<file path="src/hdl/rtca_pkg.sv">
// Package of constants and types for the alarm compare and square-wave block.
package rtca_pkg;

  // ==========================================================================
  // Register map
  // ==========================================================================
  localparam int ADDR_W = 4;
  localparam logic [3:0] OFF_MINUTE_ALARM = 4'h9;
  localparam logic [3:0] OFF_HOUR_ALARM = 4'hA;
  localparam logic [3:0] OFF_DATE_ALARM = 4'hB;
  localparam logic [3:0] OFF_WEEKDAY_ALARM = 4'hC;
  localparam logic [3:0] OFF_SQUARE_WAVE = 4'hD;

  // ==========================================================================
  // Field layout
  // ==========================================================================
  localparam int MATCH_DIS_BIT = 7;
  localparam int SQW_ON_BIT = 7;
  localparam logic [7:0] MINUTE_WR_MASK = 8'hFF;
  localparam logic [7:0] HOUR_WR_MASK = 8'hBF;
  localparam logic [7:0] DATE_WR_MASK = 8'hBF;
  localparam logic [7:0] WEEKDAY_WR_MASK = 8'h87;
  localparam logic [7:0] SQW_WR_MASK = 8'h83;

  // ==========================================================================
  // Reset values
  // ==========================================================================
  localparam logic [7:0] MINUTE_ALARM_RST = 8'h80;
  localparam logic [7:0] HOUR_ALARM_RST = 8'h80;
  localparam logic [7:0] DATE_ALARM_RST = 8'h80;
  localparam logic [7:0] WEEKDAY_ALARM_RST = 8'h80;
  localparam logic [7:0] SQUARE_WAVE_RST = 8'h80;
  localparam logic [7:0] UNMAPPED_READ = 8'h00;

  // ==========================================================================
  // Rates and divider taps
  // ==========================================================================
  typedef enum logic [1:0] {
    RTCA_RATE_32K = 2'b00,
    RTCA_RATE_1K = 2'b01,
    RTCA_RATE_32 = 2'b10,
    RTCA_RATE_1 = 2'b11
  } rtca_rate_t;

  localparam int CLK_HZ = 20000000;
  localparam int TIMEBASE_HZ = 32768;
  localparam int RATE_1K_HZ = 1024;
  localparam int RATE_32_HZ = 32;
  localparam int RATE_1_HZ = 1;
  localparam int DIV_W = $clog2(TIMEBASE_HZ / RATE_1_HZ);
  localparam int TAP_1K = $clog2(TIMEBASE_HZ / RATE_1K_HZ) - 1;
  localparam int TAP_32 = $clog2(TIMEBASE_HZ / RATE_32_HZ) - 1;
  localparam int TAP_1 = $clog2(TIMEBASE_HZ / RATE_1_HZ) - 1;

endpackage : rtca_pkg

</file>
<file path="src/hdl/rtca_div_if.sv">
// Interface between the square-wave logic and its timebase divider.
`timescale 1ns/100ps
interface rtca_div_if;
  import rtca_pkg::*;
  logic tick;
  logic [DIV_W-1:0] count;
  modport div (input tick, output count);
  modport user (output tick, input count);
endinterface : rtca_div_if

</file>
<file path="src/hdl/rtca_alarm_sqw.sv">
// Alarm compare registers and programmable square-wave output of the clock.
`timescale 1ns/100ps
// Behaviour
// - Minute bit 7 disables minute matching; reset sets it to 1.
// - Hour alarm holds BCD 00 to 23 in bits 5:0; bit 6 unused.
// - Hour bit 7 disables hour matching; reset value 1.
// - Date alarm holds BCD 01 to 31 in bits 5:0; bit 6 unused.
// - Date bit 7 disables date matching; reset value 1.
// - Weekday alarm holds 0 to 6 in bits 2:0; bits 6:3 unused.
// - Weekday bit 7 disables weekday matching; reset value 1.
// - Square-wave enable at 0 stops the pin and holds it low.
// - Square-wave enable is bit 7; writing 1 runs it; resets to 1.
// - Rate select 00/01/10/11 gives 32.768 kHz, 1024 Hz, 32 Hz, 1 Hz.
// - Pin toggles only while enable bit and outside gate pin both allow.
// - After reset, with gate high, the pin runs at 32.768 kHz.
module rtca_alarm_sqw
(
  input wire logic clk_i,
  input wire logic rst_n_i,
  input wire logic [rtca_pkg::ADDR_W-1:0] reg_addr_i,
  input wire logic reg_wr_i,
  input wire logic reg_rd_i,
  input wire logic [7:0] reg_wdata_i,
  output logic [7:0] reg_rdata_o,
  output logic reg_rvalid_o,
  input wire logic [6:0] cur_minute_i,
  input wire logic [5:0] cur_hour_i,
  input wire logic [5:0] cur_date_i,
  input wire logic [2:0] cur_weekday_i,
  input wire logic timebase_i,
  input wire logic square_wave_gate_pin_i,
  output logic square_wave_pin_o,
  output logic alarm_match_o
);
  import rtca_pkg::*;

  // ==========================================================================
  // Declarations
  // ==========================================================================
  logic [7:0] minute_alarm_reg;
  logic [7:0] hour_alarm_reg;
  logic [7:0] date_alarm_reg;
  logic [7:0] weekday_alarm_reg;
  logic [7:0] square_wave_control_reg;
  logic [7:0] rdata_reg;
  logic [7:0] rdata_next;
  logic rvalid_reg;
  logic tb_meta_reg;
  logic tb_sync_reg;
  logic tb_prev_reg;
  logic gate_meta_reg;
  logic gate_sync_reg;
  logic sqw_pin_reg;
  logic sqw_pin_next;
  logic match_reg;
  logic match_next;
  logic minute_match_disable;
  logic hour_match_disable;
  logic date_match_disable;
  logic weekday_match_disable;
  logic square_wave_output_on;
  rtca_rate_t square_wave_rate_select;
  logic wr_minute;
  logic wr_hour;
  logic wr_date;
  logic wr_weekday;
  logic wr_sqw;

  rtca_div_if div_bus ();

  // ==========================================================================
  // Register writes
  // ==========================================================================
  // Address decode for the write strobes; other addresses belong to other blocks.
  assign wr_minute = reg_wr_i && (reg_addr_i == OFF_MINUTE_ALARM);
  assign wr_hour = reg_wr_i && (reg_addr_i == OFF_HOUR_ALARM);
  assign wr_date = reg_wr_i && (reg_addr_i == OFF_DATE_ALARM);
  assign wr_weekday = reg_wr_i && (reg_addr_i == OFF_WEEKDAY_ALARM);
  assign wr_sqw = reg_wr_i && (reg_addr_i == OFF_SQUARE_WAVE);

  // Minute alarm value and its match disable; the value is stored as written.
  // minute alarm store
  always_ff @(posedge clk_i)
  begin
    if (!rst_n_i)
    begin
      minute_alarm_reg <= MINUTE_ALARM_RST;
    end
    else if (wr_minute)
    begin
      minute_alarm_reg <= reg_wdata_i & MINUTE_WR_MASK;
    end
  end

  // Hour alarm; the unused bit is not stored so it always reads zero.
  // hour alarm store
  always_ff @(posedge clk_i)
  begin
    if (!rst_n_i)
    begin
      hour_alarm_reg <= HOUR_ALARM_RST;
    end
    else if (wr_hour)
    begin
      hour_alarm_reg <= reg_wdata_i & HOUR_WR_MASK;
    end
  end

  // Date alarm; out-of-range BCD is kept, it simply never matches.
  // date alarm store
  always_ff @(posedge clk_i)
  begin
    if (!rst_n_i)
    begin
      date_alarm_reg <= DATE_ALARM_RST;
    end
    else if (wr_date)
    begin
      date_alarm_reg <= reg_wdata_i & DATE_WR_MASK;
    end
  end

  // Weekday alarm keeps three value bits plus the disable bit.
  // weekday alarm store
  always_ff @(posedge clk_i)
  begin
    if (!rst_n_i)
    begin
      weekday_alarm_reg <= WEEKDAY_ALARM_RST;
    end
    else if (wr_weekday)
    begin
      weekday_alarm_reg <= reg_wdata_i & WEEKDAY_WR_MASK;
    end
  end

  // Square-wave control: enable in bit 7, rate in bits 1:0, reset runs 32 kHz.
  // square-wave control store
  always_ff @(posedge clk_i)
  begin
    if (!rst_n_i)
    begin
      square_wave_control_reg <= SQUARE_WAVE_RST;
    end
    else if (wr_sqw)
    begin
      square_wave_control_reg <= reg_wdata_i & SQW_WR_MASK;
    end
  end

  // Named fields of the stored registers.
  assign minute_match_disable = minute_alarm_reg[MATCH_DIS_BIT];
  assign hour_match_disable = hour_alarm_reg[MATCH_DIS_BIT];
  assign date_match_disable = date_alarm_reg[MATCH_DIS_BIT];
  assign weekday_match_disable = weekday_alarm_reg[MATCH_DIS_BIT];
  assign square_wave_output_on = square_wave_control_reg[SQW_ON_BIT];
  assign square_wave_rate_select = rtca_rate_t'(square_wave_control_reg[1:0]);

  // ==========================================================================
  // Register reads
  // ==========================================================================
  // Read mux; an unmapped address answers with zero rather than stale data.
  always_comb
  begin
    unique case (reg_addr_i)
      OFF_MINUTE_ALARM: rdata_next = minute_alarm_reg;
      OFF_HOUR_ALARM: rdata_next = hour_alarm_reg;
      OFF_DATE_ALARM: rdata_next = date_alarm_reg;
      OFF_WEEKDAY_ALARM: rdata_next = weekday_alarm_reg;
      OFF_SQUARE_WAVE: rdata_next = square_wave_control_reg;
      default: rdata_next = UNMAPPED_READ;
    endcase
  end

  // Read data is captured on the clock edge that samples the strobe and held until the next.
  always_ff @(posedge clk_i)
  begin
    if (!rst_n_i)
    begin
      rdata_reg <= UNMAPPED_READ;
      rvalid_reg <= 1'b0;
    end
    else
    begin
      rvalid_reg <= reg_rd_i;
      if (reg_rd_i)
      begin
        rdata_reg <= rdata_next;
      end
    end
  end

  // ==========================================================================
  // Pin synchronisers
  // ==========================================================================
  // Both pins are asynchronous to clk_i; only the second stage, and for the timebase a third edge-detect stage, is ever used.
  always_ff @(posedge clk_i)
  begin
    if (!rst_n_i)
    begin
      tb_meta_reg <= 1'b0;
      tb_sync_reg <= 1'b0;
      tb_prev_reg <= 1'b0;
      gate_meta_reg <= 1'b0;
      gate_sync_reg <= 1'b0;
    end
    else
    begin
      tb_meta_reg <= timebase_i;
      tb_sync_reg <= tb_meta_reg;
      tb_prev_reg <= tb_sync_reg;
      gate_meta_reg <= square_wave_gate_pin_i;
      gate_sync_reg <= gate_meta_reg;
    end
  end

  // ==========================================================================
  // Square-wave generation
  // ==========================================================================
  // One tick per rising timebase edge drives the divider.
  assign div_bus.tick = tb_sync_reg && !tb_prev_reg;

  rtca_divider u_divider
  (
    .clk_i (clk_i),
    .rst_n_i (rst_n_i),
    .div (div_bus.div)
  );

  // Rate selection; the full rate follows the timebase itself, lower rates a tap.
  // rate select
  always_comb
  begin
    sqw_pin_next = 1'b0;
    if (square_wave_output_on && gate_sync_reg)
    begin
      unique case (square_wave_rate_select)
        RTCA_RATE_32K: sqw_pin_next = tb_sync_reg;
        RTCA_RATE_1K: sqw_pin_next = div_bus.count[TAP_1K];
        RTCA_RATE_32: sqw_pin_next = div_bus.count[TAP_32];
        RTCA_RATE_1: sqw_pin_next = div_bus.count[TAP_1];
      endcase
    end
  end

  // Registered pin; the output lags the timebase by three clk_i cycles at the full rate, four at the divided rates.
  // pin register
  always_ff @(posedge clk_i)
  begin
    if (!rst_n_i)
    begin
      sqw_pin_reg <= 1'b0;
    end
    else
    begin
      sqw_pin_reg <= sqw_pin_next;
    end
  end

  // ==========================================================================
  // Alarm compare
  // ==========================================================================
  // A disabled field counts as matched, but at least one must be enabled.
  // alarm compare
  assign match_next =
    (minute_match_disable || (cur_minute_i == minute_alarm_reg[6:0])) &&
    (hour_match_disable || (cur_hour_i == hour_alarm_reg[5:0])) &&
    (date_match_disable || (cur_date_i == date_alarm_reg[5:0])) &&
    (weekday_match_disable || (cur_weekday_i == weekday_alarm_reg[2:0])) &&
    !(minute_match_disable && hour_match_disable &&
      date_match_disable && weekday_match_disable);

  always_ff @(posedge clk_i)
  begin
    if (!rst_n_i)
    begin
      match_reg <= 1'b0;
    end
    else
    begin
      match_reg <= match_next;
    end
  end

  // ==========================================================================
  // Outputs
  // ==========================================================================
  assign reg_rdata_o = rdata_reg;
  assign reg_rvalid_o = rvalid_reg;
  assign square_wave_pin_o = sqw_pin_reg;
  assign alarm_match_o = match_reg;
endmodule : rtca_alarm_sqw

</file>
<file path="src/hdl/rtca_divider.sv">
// Ripple-free binary divider of the 32.768 kHz timebase edges.
`timescale 1ns/100ps
module rtca_divider
(
  input wire logic clk_i,
  input wire logic rst_n_i,
  rtca_div_if.div div
);
  import rtca_pkg::*;

  // ==========================================================================
  // Divider counter
  // ==========================================================================
  // Counting only timebase edges keeps every tap phase-locked to the timebase.
  // timebase division
  always_ff @(posedge clk_i)
  begin
    if (!rst_n_i)
    begin
      div.count <= '0;
    end
    else if (div.tick)
    begin
      div.count <= div.count + {{(DIV_W-1){1'b0}}, 1'b1};
    end
  end
endmodule : rtca_divider

</file>
<file path="config.mk">
export PLATFORM = sky130hd
export DESIGN_NAME = rtca_alarm_sqw
export DESIGN_NICKNAME = d
export VERILOG_FILES = /design/src/hdl/rtca_pkg.sv /design/src/hdl/rtca_div_if.sv /design/src/hdl/rtca_alarm_sqw.sv /design/src/hdl/rtca_divider.sv
export SDC_FILE = /design/constraint.sdc
export NUM_CORES = 1
export LEC_CHECK = 0
export BUFFER_PORTS_ARGS = -buffer_cell sky130_fd_sc_hd__buf_2
export CORE_MARGIN = 8
export CORE_UTILIZATION = 56
export CTS_CLUSTER_SIZE = 30
export DETAILED_ROUTE_END_ITERATION = 12
export PLACE_DENSITY = 0.79
export SYNTH_ARGS = -nofsm -noshare
export SYNTH_HDL_FRONTEND = slang
export SYNTH_SLANG_ARGS = --single-unit
</file>
<file path="constraint.sdc">
create_clock -name clk_i -period 2.08 [get_ports clk_i]
set_clock_uncertainty 0.2 [all_clocks]
set_input_delay 0.312 -clock clk_i [delete_from_list [all_inputs] [get_ports clk_i]]
set_output_delay 0.312 -clock clk_i [all_outputs]
set_load 0.05 [all_outputs]
</file>
==> key figures <==
Setup path
  • Worst setup SP type: register
  • CP arrival: 1700 ps
  • Cell family with most CP delay: simple AND/OR/NAND/NOR gates
  • Reg-to-reg startpoint: u_divider.div.count[0]$_SDFFE_PN0P_
  • Worst R2R Path Depth: 5
  • Worst EP required: 2100 ps
  • CP max-delay cell: dfxtp_1
  • Buf+Inv Stages, Crit Path: 0
  • Max Fanout on Critical Path: 6
  • CP Class: reg -> reg
  • R2r setup slk: 410 ps
  • Crit path cell chain: ha_1 > nand3b_1 > nor4_4 > nand3_1 > mux2i_1
  • Worst Setup End Kind: register
  • FF-to-FF End: u_divider.div.count[14]$_SDFFE_PN0P_
  • Largest stage delay on the critical path: 400 ps

Die
  • Chip Width: 88.3 um
  • Placeable Area: 5070 um2
  • Starting Density: 57.7%
  • DIE HEIGHT: 88.3 um
  • Full die area: 7800 um2
  • Rows: 26
  • I/O Pins: 51

Detailed routing
  • DR pass1 iterations: 5
  • DRC viols: 0
  • Vias/cell: 5.25
  • ANT nets after route: 0
  • Routed len/inst: 15.4 um
  • Iter 0 DRT Violations: 137
  • Drt total wl: 6580 um
  • Vias: 2238

Clocking
  • Resized cells post-CTS: 0
  • Postcts setup bufs: 0
  • CTS H-Tree Depth: 3
  • CTS tree: yes
  • Clock Path Buffers: 2
  • Clock latency on the worst-skew pair: 330 ps
  • Clk pin slew, worst setup/hold paths: 60 ps
  • Root Driver: clkbuf_8
  • CTS buffer count: 9
  • Clk sinks: 60

Placed design
  • RePlAce Congestion: 0.875
  • Pre-CTS WS: 303 ps
  • Placed instance count: 408
  • Placed wire-length estimate: 4950 um
  • IO Port Bufs: 50
  • Area after DPL: 3240 um2

Worst hold path
  • Worst Hold Launch: reg_wdata_i[7]
  • Worst hold path depth: 3
  • WHS Endpoint: weekday_alarm_reg[7]$_SDFFE_PN1P_
  • Worst min path class: in -> reg

Yosys
  • Synth top area cells: dfxtp_1 (41%), mux2i_1 (13%), nor2b_1 (6.2%)
  • Mapped Cells: 297
  • Area leader, netlist: dfxtp_1
  • EDFF count, synth: 0
  • Syn Nets: 338
  • Sequential element share of the synthesized area: 41.0%
  • Synth Flop Type: dfxtp_1
  • Asr flop ratio synth: 0%
  • Syn_area_per_cell: 9.85 um2
  • #FFs+latches synth: 60
  • Syn Std Cell Area: 2930 um2
  • Netlist cell types: 40
  • Top cell type's share of synthesized area: 41.0%
  • Yosys synthesis warning count: 0

Final layout
  • Fin area: 3470 um2
  • Layout Utilization: 68.5%
  • Ant. Diodes: 0
  • Nets: 392
  • Largest register FFs: 15
  • Layout cells sized above 1: 23.9%
  • Final non-filler cell total: 426
  • Area growth syn-to-layout: 18.7%

GRT
  • Vias in the first global route: 2140
  • GR Overflow Total: 0
  • First-pass GRT wire length: 10400 um
  • Initial antenna violation count: 0
  • GRT Overall Usage: 17.5%
  • Largest net degree at the start of global routing: 25

Timing
  • Setup TNS: 0 ps
  • RSZ-0062 raised after global routing: false
  • Slew headroom: 72.7%
  • Max Transition Viols Final: 0
  • Slew of the pin with the lowest slew margin: 405 ps
  • Fmax: 598 MHz
  • Setup violators final: 0
  • Setup slack after layout: 407 ps
  • Crit path time final: 1670 ps
  • Crit share post-route: 80.4%
  • Fin. Hold Viols: 0

Run
  • Max-cap violations: 0

Power
  • Leak: 0.00146 uW
  • Worst IR Drop VDD: 0.000465 V
  • PwrDens: 725 nW/um2

Status
  • Status: finished clean
Yosys cell counts, types with 4 or more instances:
| library cell | instances |
|---|---|
| a21oi_1 | 7 |
| and2_1 | 18 |
| buf_2 | 4 |
| buf_4 | 4 |
| clkbuf_1 | 7 |
| dfxtp_1 | 60 |
| inv_1 | 7 |
| mux2_2 | 7 |
| mux2i_1 | 37 |
| nand2_1 | 16 |
| nand2b_1 | 5 |
| nand3_1 | 5 |
| nor2b_1 | 29 |
| nor3_1 | 9 |
| nor4_1 | 6 |
| o21ai_0 | 4 |
| xnor2_1 | 11 |
| xor2_1 | 20 |
layout make-up:
type / count / area, um2
sequential: 60 / 1200
fill: 421 / 1600
inverter: 7 / 26.3
tap: 70 / 87.6
clock buffer: 11 / 141
timing repair buffer: 60 / 343
clock inverter: 5 / 75.1
multi-input combinational: 213 / 1600
layer usage:
metal	vias to the layer above	GRT usage (%)	wire, um
met5	-	0	0
met4	0	7.07	133
met3	13	5.48	410
met1	1030	20.1	2870
met2	56	29.5	3160
li1	1139	-	-
how the worst max path moves through the flow:
stage | startpoint | to | cells after the start
2_1_floorplan | reg_addr_i[1] | reg_rdata_o[5]$_SDFFE_PN0P_ | 6
6_report | u_divider.div.count[0]$_SDFFE_PN0P_ | u_divider.div.count[14]$_SDFFE_PN0P_ | 5
5_1_grt | u_divider.div.count[0]$_SDFFE_PN0P_ | u_divider.div.count[13]$_SDFFE_PN0P_ | 4
3_3_place_gp | reg_addr_i[1] | reg_rdata_o[7]$_SDFFE_PN0P_ | 6
4_1_cts | u_divider.div.count[0]$_SDFFE_PN0P_ | u_divider.div.count[14]$_SDFFE_PN0P_ | 5
3_5_place_dp | reg_addr_i[1] | reg_rdata_o[7]$_SDFFE_PN0P_ | 6
timing repair:
action	CTS	global route
hold buffers	2	0
endpoints found under the hold margin	2	0
endpoints found under the setup margin	0	0
per-stage QoR:
step,power (uW),hold slack [ps]
CTS,2550,63.0
detailed placement,1410,219
floorplan,1330,212
global placement,1400,215
finish,2520,77.7
global route,2630,72.8
cell usage in the layout, fill, tap and decap left out, types with 4 or more instances in the layout:
cell,netlist,layout
dfxtp_1,60,60
buf_2,4,50
mux2i_1,37,37
nor2b_1,29,29
xor2_1,20,20
and2_1,18,18
nand2_1,16,16
xnor2_1,11,11
clkbuf_8,0,10
nor3_1,9,9
inv_1,7,7
mux2_2,7,7
a21oi_1,7,7
buf_4,4,7
nor4_1,6,6
nand2b_1,5,5
nand3_1,5,5
o21ai_0,4,4
logic make-up (layout without fill, tap and decap cells):
group | count (synthesis) | count (layout) | share of synthesized area (%)
compound gates | 29 | 29 | 6.54
xor+xnor | 31 | 31 | 9.28
fa+ha+maj | 1 | 1 | 0.427
buf+inv | 24 | 83 | 4.28
flops | 60 | 60 | 41.0
mux | 45 | 45 | 16.1
simple gates | 107 | 107 | 22.3
worst register-to-register path: cells and delay by family, from the launching register on:
kind | cells | cell delay, ps
adders and majority gates | 1 | 170
DFF | 1 | 400
and+or+nand+nor | 3 | 660
muxes | 1 | 130
power breakdown:
| group | leakage (uW) | total [uW] | internal, uW | switching (uW) |
|---|---|---|---|---|
| Combinational | 0.000862 | 204 | 93.6 | 111 |
| Clock | 0.000113 | 1130 | 701 | 433 |
| Sequential | 0.000486 | 1180 | 1170 | 14.1 |
Note: power is estimated with default switching activity, not from simulation.
